[src/rtl/eaig_pkg.sv]
package eaig_pkg;
  localparam logic [7:0]  ADDR_BLOCK_EN   = 8'h00;
  localparam logic [7:0]  ADDR_ALARM_STAT = 8'h04;
  localparam logic [7:0]  ADDR_SRC_EN     = 8'h08;
  localparam logic [7:0]  ADDR_PENDING    = 8'h0C;
  localparam logic [7:0]  ADDR_FRAME_CTRL = 8'h10;

  localparam int          BIT_FRAMER_EN   = 0;
  localparam int          BIT_ALARM_EN    = 1;
  localparam int          BIT_RX_SIGNAL_LOSS_STATE   = 4;
  localparam int          BIT_MYEL_CHG    = 5;
  localparam int          BIT_AIS_STATE   = 6;
  localparam int          BIT_OOF_STATE   = 7;

  localparam logic [1:0]  BLOCK_EN_RST    = 2'h0;
  localparam logic [7:0]  SRC_EN_RST      = 8'h00;
  localparam logic [7:0]  SRC_EN_MASK     = 8'h20;
  localparam logic [2:0]  ALIGNMENT_LOSS_COUNT_RST        = 3'h3;

  localparam int          AIS_FRAMES      = 2;
  localparam logic [8:0]  AIS_MAX_ZEROS   = 9'h002;
  localparam logic [7:0]  LOS_BITS        = 8'hAF;
  localparam logic [7:0]  LOS_MIN_ONES    = 8'h16;
endpackage

[src/rtl/eaig_top.sv]
// Function
// - Clearing the alarm group block enable stops every alarm interrupt.
// - An alarm interrupt needs its source enable and its group enable.
// - Clearing the framer group block enable blocks framer interrupts.
// - Status bit 7 reads 1 while out of frame is declared.
// - Out of frame follows a programmed run of bad alignment patterns.
// - Status bit 6 reads 1 while the all-ones alarm is declared.
// - The all-ones alarm is declared after two all-ones frames.
// - It clears after two frames each with more than two zeros.
// - Status bit 5 sets when the multiframe yellow alarm changes.
// - The yellow change flag stays until a status read clears it.
// - Yellow alarm follows the y bit of timeslot 16, frame 0.
// - Status bit 4 reads 1 while signal loss is declared.
// - Signal loss is declared after 175 bits of the loss condition.
// - Loss clears when the condition ends or ones density suffices.
// - The alarm group pending bit falls once the status is read.
module eaig_top (
  input  wire logic        sys_clk_in,
  input  wire logic        rstn_in,
  input  wire logic        psel_in,
  input  wire logic        penable_in,
  input  wire logic        pwrite_in,
  input  wire logic [7:0]  paddr_in,
  input  wire logic [31:0] pwdata_in,
  output logic      [31:0] prdata_out,
  output logic             pready_out,
  output logic             pslverr_out,
  input  wire logic        rx_bit_en_in,
  input  wire logic        rx_bit_in,
  input  wire logic        rx_frame_start_in,
  input  wire logic        rx_loss_cond_in,
  input  wire logic        rx_fas_check_in,
  input  wire logic        rx_fas_error_in,
  input  wire logic        rx_mf0_ts16_in,
  input  wire logic        rx_ybit_in,
  input  wire logic        framer_irq_req_in,
  output logic             irq_out
);

  typedef struct packed {
    logic [1:0]  block_en;
    logic [7:0]  src_en;
    logic [2:0]  alignment_loss_count;
    logic        myel_chg;
    logic        myel;
    logic        oof;
    logic [2:0]  fas_bad;
    logic        ais;
    logic [1:0]  ais_run;
    logic [8:0]  zeros;
    logic        los;
    logic [7:0]  los_run;
    logic [7:0]  win;
    logic [7:0]  ones;
    logic [31:0] rdata;
    logic        slverr;
  } eaig_state_t;

  eaig_state_t state_r;
  eaig_state_t state_nxt;

  logic       setup;
  logic       access;
  logic       rd_done;
  logic       wr_done;
  logic       mapped;
  logic [7:0] status;
  logic       alarm_pend;
  logic       framer_pend;
  logic [2:0] alignment_loss_count_lim;
  logic [8:0] zeros_now;
  logic [7:0] ones_now;

  logic        sel_block_en;
  logic        sel_alarm_stat;
  logic        sel_src_en;
  logic        sel_pending;
  logic        sel_frame_ctrl;
  logic        wr_block_en;
  logic        wr_src_en;
  logic        wr_frame_ctrl;
  logic        rd_status;
  logic        status_clear;
  logic [31:0] rd_word;
  logic [7:0]  pend_bits;
  logic        myel_flip;
  logic [3:0]  fas_run_nxt;
  logic        fas_trip;
  logic        zeros_sat;
  logic        frame_all_ones;
  logic        ais_disagree;
  logic        ais_confirm;
  logic        los_declare;
  logic        los_win_end;
  logic        los_dense;

  assign setup  = psel_in && !penable_in;
  assign access = psel_in && penable_in;
  assign sel_block_en   = (paddr_in == eaig_pkg::ADDR_BLOCK_EN);
  assign sel_alarm_stat = (paddr_in == eaig_pkg::ADDR_ALARM_STAT);
  assign sel_src_en     = (paddr_in == eaig_pkg::ADDR_SRC_EN);
  assign sel_pending    = (paddr_in == eaig_pkg::ADDR_PENDING);
  assign sel_frame_ctrl = (paddr_in == eaig_pkg::ADDR_FRAME_CTRL);
  assign mapped  = sel_block_en || sel_alarm_stat || sel_src_en
                || sel_pending || sel_frame_ctrl;
  assign rd_done = access && !pwrite_in;
  assign wr_done = access && pwrite_in && mapped;
  assign wr_block_en   = wr_done && sel_block_en;
  assign wr_src_en     = wr_done && sel_src_en;
  assign wr_frame_ctrl = wr_done && sel_frame_ctrl;
  assign rd_status     = rd_done && sel_alarm_stat;

  // The read word is frozen in the setup cycle, so the access may only
  // clear a change flag that was really handed to software.  A change
  // that lands between setup and access is kept for the next read.
  assign status_clear  = rd_status
                      && state_r.rdata[eaig_pkg::BIT_MYEL_CHG];

  always_comb begin
    status = 8'h00;
    status[eaig_pkg::BIT_OOF_STATE] = state_r.oof;
    status[eaig_pkg::BIT_AIS_STATE] = state_r.ais;
    status[eaig_pkg::BIT_MYEL_CHG]  = state_r.myel_chg;
    status[eaig_pkg::BIT_RX_SIGNAL_LOSS_STATE] = state_r.los;
  end

  // Only the sticky change flag may request an alarm interrupt; live states
  // are visible but would hold the line for as long as a defect lasts.
  // Each status bit is gated by its own enable bit; the mask ties off
  // every enable that has no source behind it.
  for (genvar b = 0; b < 8; b++) begin : g_pend
    assign pend_bits[b] = status[b] & state_r.src_en[b]
                        & eaig_pkg::SRC_EN_MASK[b];
  end
  assign alarm_pend = |pend_bits;
  assign framer_pend = framer_irq_req_in;
  assign irq_out =
      (state_r.block_en[eaig_pkg::BIT_ALARM_EN] && alarm_pend)
   || (state_r.block_en[eaig_pkg::BIT_FRAMER_EN] && framer_pend);

  assign alignment_loss_count_lim  = (state_r.alignment_loss_count == 3'h0) ? 3'h1 : state_r.alignment_loss_count;
  assign zeros_now = (rx_frame_start_in ? 9'h000 : state_r.zeros)
                   + {8'h00, !rx_bit_in};
  assign ones_now  = state_r.ones + {7'h00, rx_bit_in};

  assign myel_flip = rx_mf0_ts16_in && (rx_ybit_in != state_r.myel);

  // One spare bit keeps the run count from wrapping at the top limit.
  assign fas_run_nxt = {1'b0, state_r.fas_bad} + 4'h1;
  assign fas_trip    = fas_run_nxt >= {1'b0, alignment_loss_count_lim};

  // A frame counts as all ones when it carried no more than the allowed
  // zeros; the alarm only moves once the verdict repeats frame on frame.
  assign zeros_sat      = zeros_now > eaig_pkg::AIS_MAX_ZEROS + 9'h001;
  assign frame_all_ones = state_r.zeros <= eaig_pkg::AIS_MAX_ZEROS;
  assign ais_disagree   = frame_all_ones != state_r.ais;
  assign ais_confirm    = state_r.ais_run
                       == 2'(eaig_pkg::AIS_FRAMES - 1);

  // Bits with the loss condition feed the declare counter; once loss is
  // declared, fixed windows of bits judge the ones density.
  assign los_declare = state_r.los_run == eaig_pkg::LOS_BITS - 8'h01;
  assign los_win_end = state_r.win == eaig_pkg::LOS_BITS - 8'h01;
  assign los_dense   = ones_now >= eaig_pkg::LOS_MIN_ONES;

  // Register read multiplexer; unmapped offsets read as zero.
  always_comb begin
    rd_word = 32'h0000_0000;
    case (paddr_in)
      eaig_pkg::ADDR_BLOCK_EN: begin
        rd_word = {30'h0000_0000, state_r.block_en};
      end
      eaig_pkg::ADDR_ALARM_STAT: begin
        rd_word = {24'h00_0000, status};
      end
      eaig_pkg::ADDR_SRC_EN: begin
        rd_word = {24'h00_0000, state_r.src_en};
      end
      eaig_pkg::ADDR_PENDING: begin
        rd_word = {30'h0000_0000, alarm_pend, framer_pend};
      end
      eaig_pkg::ADDR_FRAME_CTRL: begin
        rd_word = {29'h0000_0000, state_r.alignment_loss_count};
      end
      default: begin
        rd_word = 32'h0000_0000;
      end
    endcase
  end

  assign pready_out  = access;
  assign prdata_out  = state_r.rdata;
  assign pslverr_out = access && state_r.slverr;

  always_comb begin
    state_nxt = state_r;

    // Read data and the error answer are prepared in the setup cycle.
    if (setup) begin
      state_nxt.slverr = !mapped;
      state_nxt.rdata = rd_word;
    end

    if (wr_block_en) begin
      state_nxt.block_en = pwdata_in[1:0];
    end
    if (wr_src_en) begin
      state_nxt.src_en = pwdata_in[7:0]
                       & eaig_pkg::SRC_EN_MASK;
    end
    if (wr_frame_ctrl) begin
      state_nxt.alignment_loss_count = pwdata_in[2:0];
    end

    // Clear on read first, so that a change in the same cycle wins.
    if (status_clear) begin
      state_nxt.myel_chg = 1'b0;
    end

    if (rx_mf0_ts16_in) begin
      state_nxt.myel = rx_ybit_in;
    end
    if (myel_flip) begin
      state_nxt.myel_chg = 1'b1;
    end

    // Out of frame: count consecutive errored alignment patterns.
    if (rx_fas_check_in) begin
      if (rx_fas_error_in) begin
        if (fas_trip) begin
          state_nxt.oof = 1'b1;
          state_nxt.fas_bad = alignment_loss_count_lim;
        end else begin
          state_nxt.fas_bad = fas_run_nxt[2:0];
        end
      end else begin
        state_nxt.fas_bad = 3'h0;
        state_nxt.oof = 1'b0;
      end
    end

    // All-ones alarm: zeros are counted per frame and judged at the
    // next frame start.
    if (rx_bit_en_in) begin
      if (zeros_sat) begin
        state_nxt.zeros = eaig_pkg::AIS_MAX_ZEROS + 9'h001;
      end else begin
        state_nxt.zeros = zeros_now;
      end
    end else if (rx_frame_start_in) begin
      state_nxt.zeros = 9'h000;
    end

    if (rx_frame_start_in) begin
      if (ais_disagree) begin
        if (ais_confirm) begin
          state_nxt.ais = !state_r.ais;
          state_nxt.ais_run = 2'h0;
        end else begin
          state_nxt.ais_run = state_r.ais_run + 2'h1;
        end
      end else begin
        state_nxt.ais_run = 2'h0;
      end
    end

    // Signal loss: declared on a run of lossy bits, cleared when the
    // loss condition ends or a window of bits carries enough ones.
    if (rx_bit_en_in) begin
      if (!rx_loss_cond_in) begin
        state_nxt.los = 1'b0;
        state_nxt.los_run = 8'h00;
        state_nxt.win = 8'h00;
        state_nxt.ones = 8'h00;
      end else if (!state_r.los) begin
        if (los_declare) begin
          state_nxt.los = 1'b1;
          state_nxt.los_run = 8'h00;
        end else begin
          state_nxt.los_run = state_r.los_run + 8'h01;
        end
      end else if (los_win_end) begin
        state_nxt.los = !los_dense;
        state_nxt.win = 8'h00;
        state_nxt.ones = 8'h00;
      end else begin
        state_nxt.win = state_r.win + 8'h01;
        state_nxt.ones = ones_now;
      end
    end
  end

  always_ff @(posedge sys_clk_in or negedge rstn_in) begin
    if (!rstn_in) begin
      state_r <= '{block_en: eaig_pkg::BLOCK_EN_RST,
                   src_en:   eaig_pkg::SRC_EN_RST,
                   alignment_loss_count:     eaig_pkg::ALIGNMENT_LOSS_COUNT_RST,
                   default:  '0};
    end else begin
      state_r <= state_nxt;
    end
  end

endmodule

[config.mk]
export PLATFORM = sky130hd
export DESIGN_NAME = eaig_top
export DESIGN_NICKNAME = d
export VERILOG_FILES = /design/src/rtl/eaig_pkg.sv /design/src/rtl/eaig_top.sv
export SDC_FILE = /design/constraint.sdc
export NUM_CORES = 1
export LEC_CHECK = 0
export ABC_AREA = 1
export BUFFER_PORTS_ARGS = -buffer_cell sky130_fd_sc_hd__buf_2
export CAP_MARGIN = 30
export CORE_MARGIN = 4
export CORE_UTILIZATION = 35
export CTS_CLUSTER_DIAMETER = 200
export CTS_CLUSTER_SIZE = 14
export DETAILED_ROUTE_END_ITERATION = 6
export GPL_TIMING_DRIVEN = 1
export PLACE_DENSITY = 0.64
export SKIP_CTS_REPAIR_TIMING = 1
export SLEW_MARGIN = 25
export SYNTH_ARGS = -nofsm -noshare
export SYNTH_HDL_FRONTEND = slang
export SYNTH_SLANG_ARGS = --single-unit
export TNS_END_PERCENT = 10
[constraint.sdc]
create_clock -name sys_clk_in -period 2.05 [get_ports sys_clk_in]
set_clock_uncertainty 0.1 [all_clocks]
set_input_delay 0.1025 -clock sys_clk_in [delete_from_list [all_inputs] [get_ports sys_clk_in]]
set_output_delay 0.1025 -clock sys_clk_in [all_outputs]
set_load 0.05 [all_outputs]
==> flow_metrics.env, run 1 <==
export IMPL_violations="negative hold slack"
export IMPL_dieArea_sq_mm=0.0116
export IMPL_ys_seq_area_frac=0.412
export IMPL_drv_slew=0
export IMPL_htreeDepth=3
export IMPL_placed_cell_area_sq_mm=0.00367
export IMPL_fill_cells=1018
export IMPL_clkSlewWorstSetupHoldPaths_ps=70
export IMPL_hold_end="state_r[68]"
export IMPL_first_iter_violations=92
export IMPL_start_kind="flop"
export IMPL_vdd_ir_drop_max_mv=0.364
export IMPL_crit_buf_inv=2
export IMPL_cts_buffers=9
export IMPL_criticalPathCategory="reg2reg"
export IMPL_setup_viol=0
export IMPL_finalHoldViolCount=2
export IMPL_avgSynthCellArea_sq_um=7.85
export IMPL_grt_pass1_vias=2752
export IMPL_finalPower_mw=3.05
export IMPL_routed_wl_microns=6700
export IMPL_max_clock_path_buffers=2
export IMPL_ant_nets=0
export IMPL_antenna_found_initial=0
export IMPL_dpl_cell_count=601
export IMPL_grt_overflow_total=0
export IMPL_reg2regPathDepth=11
export IMPL_drive_above_1_share=0.164
export IMPL_endpoint_kind="flop"
export IMPL_synth_seq_cells=57
export IMPL_fin_area_sq_mm=0.00399
export IMPL_path_cells="inv_1, o21ai_0, ha_1, inv_1, nand2_1, nand2_1, nand2_1, nand2_1, nand3_1, o21ai_0, o21ai_0"
export IMPL_netlist_area_sq_mm=0.00347
export IMPL_worstPathMaxFanout=6
export IMPL_syn_inst=442
export IMPL_place_congestion=0.854
export IMPL_leakage_nw=1.95
export IMPL_n_antenna_cell=0
export IMPL_slew_headroom=0.637
export IMPL_min_delay_start="rx_frame_start_in"
export IMPL_rsz0062_at_grt="true"
export IMPL_power_density_mw_per_mm2=764
export IMPL_outcome="finished, violations left"
export IMPL_vias=2819
export IMPL_dpl_hpwl_microns=5140
export IMPL_tns_ps=0
export IMPL_cts_sinks=57
export IMPL_maxCapViolCount=0
export IMPL_crit_top_cell="nand2_1"
export IMPL_ios=89
export IMPL_period_share=0.933
export IMPL_r2r_end="state_r[72]"
export IMPL_timing_rr_start="state_r[76]"
export IMPL_area_growth_pct=15.0
export IMPL_initial_core_util=0.357
export IMPL_root_buffer="clkbuf_8"
export IMPL_tritoncts="yes"
export IMPL_yosys_cell_types_count=39
export IMPL_grt_pass1_wl_microns=11500
export IMPL_grt_max_degree=36
export IMPL_final_common_cell="nand2_1"
export IMPL_drc=0
export IMPL_worst_pin_slew_ps=544
export IMPL_hold_path_class="in2reg"
export IMPL_die_h_microns=108
export IMPL_critPathSlowestCell="dfstp_2"
export IMPL_viasPerCell=4.50
export IMPL_finalCriticalPeriod_ps=1910
export IMPL_critPathMaxStageDelay_ps=530
export IMPL_mostFrequentLayoutCells="nand2_1 (87), inv_1 (69), dfrtp_1 (55), nor2_1 (39), buf_2 (35)"
export IMPL_clock_latency_ps=340
export IMPL_cpLargestDelayFamily="flip-flops"
export IMPL_track_usage=0.122
export IMPL_utilization=0.410
export IMPL_yosys_warnings=0
export IMPL_nets=555
export IMPL_wl_per_cell_microns=10.7
export IMPL_core_region_area_sq_mm=0.00973
export IMPL_place_ws_ps=137
export IMPL_fin_ws_ps=136
export IMPL_rrSetupSlack_ps=140
export IMPL_dr_pass1_iters=4
export IMPL_finalNonFillerCells=627
export IMPL_dieWidth_microns=108
export IMPL_worstPathRequired_ps=2160
export IMPL_crit_arrival_ps=2020
export IMPL_fmax_ghz=0.523
export IMPL_rows=36
export IMPL_hold_depth=2
export IMPL_port_buffers=35
export IMPL_holdWs_ps=-3.95
synth_stat cells:
master | n | area share
a211oi_1 | 2 | 0.0043
a21oi_1 | 11 | 0.016
a31oi_1 | 2 | 0.0036
a32o_1 | 1 | 0.0029
and2_1 | 1 | 0.0018
buf_2 | 2 | 0.0029
buf_4 | 32 | 0.069
buf_6 | 1 | 0.0032
clkinv_1 | 1 | 0.0011
clkinv_8 | 1 | 0.0047
conb_1 | 1 | 0.0011
dfrtp_1 | 55 | 0.40
dfstp_2 | 2 | 0.015
ha_1 | 12 | 0.043
inv_1 | 69 | 0.075
inv_2 | 5 | 0.0054
mux2_2 | 2 | 0.0065
mux2_4 | 1 | 0.0043
nand2_1 | 87 | 0.094
nand2_2 | 3 | 0.0054
nand2_4 | 1 | 0.0032
nand3_1 | 22 | 0.032
nand3_2 | 1 | 0.0029
nand3_4 | 1 | 0.0050
nand4_1 | 7 | 0.013
nor2_1 | 39 | 0.042
nor2_2 | 5 | 0.0090
nor2_4 | 5 | 0.016
nor3_1 | 8 | 0.012
nor3b_1 | 2 | 0.0043
nor4_1 | 1 | 0.0018
nor4_2 | 1 | 0.0036
o21ai_0 | 31 | 0.045
o21ai_1 | 5 | 0.0072
o21ai_2 | 1 | 0.0025
o22ai_1 | 10 | 0.018
o31ai_1 | 2 | 0.0043
xnor2_1 | 1 | 0.0025
xor2_1 | 8 | 0.020
how the worst max path moves through the flow:
stage	cells past startpoint	slack [ps]	startpoint	to
floorplan	8	320	state_r[70]	state_r[70]
global placement	8	180	state_r[70]	state_r[72]
detailed placement	11	140	state_r[76]	state_r[72]
CTS	11	110	state_r[76]	state_r[72]
global route	11	-30	state_r[76]	state_r[72]
finish	11	140	state_r[76]	state_r[72]
kinds of logic (layout without fill, tap and decap cells):
logic type,Yosys count,count (layout),synth area share
other cells,1,25,0.00108
fa+ha+maj,12,12,0.0433
simple gates,184,184,0.246
compound gates,65,65,0.103
xor+xnor,9,9,0.0227
buf+inv,111,139,0.161
flops,57,57,0.412
mux,3,3,0.0108
registers in the layout (all words and copies together) (netlist names):
| signal | flops |
|---|---|
| state_r | 50 |
| prdata_out | 7 |
area by class of cell:
class	count	area [sq um]	area share
multi-input cells	298	1580	0.396
well taps	133	166	0.0417
flip-flops and latches	57	1430	0.358
clock buffers	13	149	0.0373
inverters	76	298	0.0747
repair buffers	47	303	0.0759
clock inverters	3	65.1	0.0163
metal layers:
metal / track usage / part of all wire / up-vias
met5: 0 / 0 / -
met3: 0.0462 / 0.070 / 12
met2: 0.196 / 0.45 / 76
met1: 0.150 / 0.46 / 1282
li1: - / - / 1449
met4: 0.0397 / 0.012 / 0
where the power goes:
group	switching [mW]	total [mW]	internal (mW)
combinational	0.402	0.596	0.193
clock	0.436	1.15	0.717
sequential	0.0812	1.30	1.22
Power figures use the tool's default switching activity.
==> inputs of run 2 (changes only) <==
- CAP_MARGIN: 30 -> unset
- REMOVE_ABC_BUFFERS: unset -> 1
==> flow_metrics.env, run 2 (synthesized netlist as in run 1, its figures left out) <==
export IMPL_outcome="finished, violations left"
export IMPL_violations="negative hold slack"
export IMPL_htreeDepth=3
export IMPL_drv_slew=0
export IMPL_port_buffers=35
export IMPL_fin_ws_ps=170
export IMPL_dpl_hpwl_microns=5000
export IMPL_antenna_found_initial=0
export IMPL_clock_latency_ps=320
export IMPL_finalHoldViolCount=1
export IMPL_clkSlewWorstSetupHoldPaths_ps=60
export IMPL_grt_overflow_total=0
export IMPL_grtUsageMet2=0.190
export IMPL_routed_wl_microns=6610
export IMPL_vias=2764
export IMPL_first_iter_violations=109
export IMPL_max_clock_path_buffers=2
export IMPL_endpoint_kind="flop"
export IMPL_finalPower_mw=2.84
export IMPL_area_growth_pct=13.5
export IMPL_holdWs_ps=-12.1
export IMPL_dieWidth_microns=108
export IMPL_critPathSlowestCell="dfstp_2"
export IMPL_critPathMaxStageDelay_ps=530
export IMPL_leakage_nw=1.93
export IMPL_drc=0
export IMPL_tritoncts="yes"
export IMPL_dr_pass1_iters=4
export IMPL_crit_arrival_ps=1980
export IMPL_cpLargestDelayFamily="flip-flops"
export IMPL_rows=36
export IMPL_grt_pass1_vias=2574
export IMPL_dieArea_sq_mm=0.0116
export IMPL_period_share=0.917
export IMPL_track_usage=0.117
export IMPL_largest_reg_flops=50
export IMPL_path_cells="inv_1, o21ai_0, ha_1, inv_1, nand2_1, nand2_1, nand2_1, nand2_1, nand3_2, o21ai_0, o22ai_1"
export IMPL_grt_max_degree=39
export IMPL_root_buffer="clkbuf_8"
export IMPL_cts_sinks=57
export IMPL_use_met1=0.151
export IMPL_vdd_ir_drop_max_mv=0.272
export IMPL_drive_above_1_share=0.167
export IMPL_mostFrequentLayoutCells="nand2_1 (87), inv_1 (69), dfrtp_1 (55), nor2_1 (39), buf_2 (35)"
export IMPL_dpl_cell_count=600
export IMPL_nets=553
export IMPL_hold_path_class="in2reg"
export IMPL_n_antenna_cell=0
export IMPL_met3_usage=0.0258
export IMPL_final_common_cell="nand2_1"
export IMPL_crit_buf_inv=2
export IMPL_setup_viol=0
export IMPL_cts_buffers=9
export IMPL_viasPerCell=4.42
export IMPL_gr_max_usage_layer="met2"
export IMPL_crit_top_cell="nand2_1"
export IMPL_wl_per_cell_microns=10.6
export IMPL_worstPathMaxFanout=6
export IMPL_criticalPathCategory="reg2reg"
export IMPL_initial_core_util=0.357
export IMPL_power_density_mw_per_mm2=722
export IMPL_utilization=0.405
export IMPL_core_region_area_sq_mm=0.00973
export IMPL_worstPathRequired_ps=2150
export IMPL_ant_nets=0
export IMPL_die_h_microns=108
export IMPL_maxCapViolCount=0
export IMPL_fill_cells=1013
export IMPL_ios=89
export IMPL_place_ws_ps=145
export IMPL_finalCriticalPeriod_ps=1880
export IMPL_fmax_ghz=0.532
export IMPL_start_kind="flop"
export IMPL_grt_pass1_wl_microns=11000
export IMPL_top_register="state_r"
export IMPL_finalNonFillerCells=625
export IMPL_place_congestion=0.818
run 2: cell count changes in the layout (fill, tap and decap cells not counted), moves of 2 or more:
cell | before | now
clkbuf_1 | 3 | 0
clkinvlp_4 | 0 | 2
clkinv_2 | 1 | 3
bufinv_16 | 2 | 0
run 2: metrics by stage:
step | instance area (sq um) | TNS [ps]
after CTS | 3840 | 0
after floorplan | 3300 | 0
after global routing | 3940 | -27.4
final | 3940 | 0
after global placement | 3660 | 0
after detailed placement | 3660 | 0
run 2: path summary, 6_finish.rpt:
check                         startpoint            end  slack, ps  cells after the start
hold reg to reg            prdata_out[6]  prdata_out[6]        390                      2
setup reg to reg             state_r[76]    state_r[70]        170                     11
hold / removal                 pwrite_in    state_r[75]        -10                      3
max in group asynchronous        rstn_in    state_r[44]       1100                      3
min in group asynchronous        rstn_in    state_r[87]        180                      2
setup / recovery             state_r[76]    state_r[70]        170                     11
run 2: per-layer routing:
| metal | up-vias | share of wire |
|---|---|---|
| li1 | 1446 | - |
| met1 | 1254 | 0.47 |
| met2 | 54 | 0.46 |
| met3 | 10 | 0.049 |
| met4 | 0 | 0.016 |
| met5 | - | 0 |
run 2: where the power goes:
part / switching [mW] / internal (mW) / total (mW)
Clock: 0.432 / 0.497 / 0.929
Sequential: 0.0795 / 1.22 / 1.30
Combinational: 0.420 / 0.195 / 0.615
run 2: layout make-up:
class                           count  area, sq um  area share
Multi-Input combinational cell    298         1580       0.401
Clock buffer                       11          151      0.0385
Sequential cell                    57         1430       0.363
Tap cell                          133          166      0.0423
Inverter                           76          298      0.0757
Clock inverter                      5         30.0     0.00763
Timing Repair Buffer               45          285      0.0725
run 2: worst reg2reg max path, cell delays in order, from the launching register on:
cell and delay, ps:
dfstp_2 530, inv_1 50, o21ai_0 120, ha_1 290
inv_1 50, nand2_1 40, nand2_1 50, nand2_1 50
nand2_1 90, nand3_2 120, o21ai_0 180, o22ai_1 90
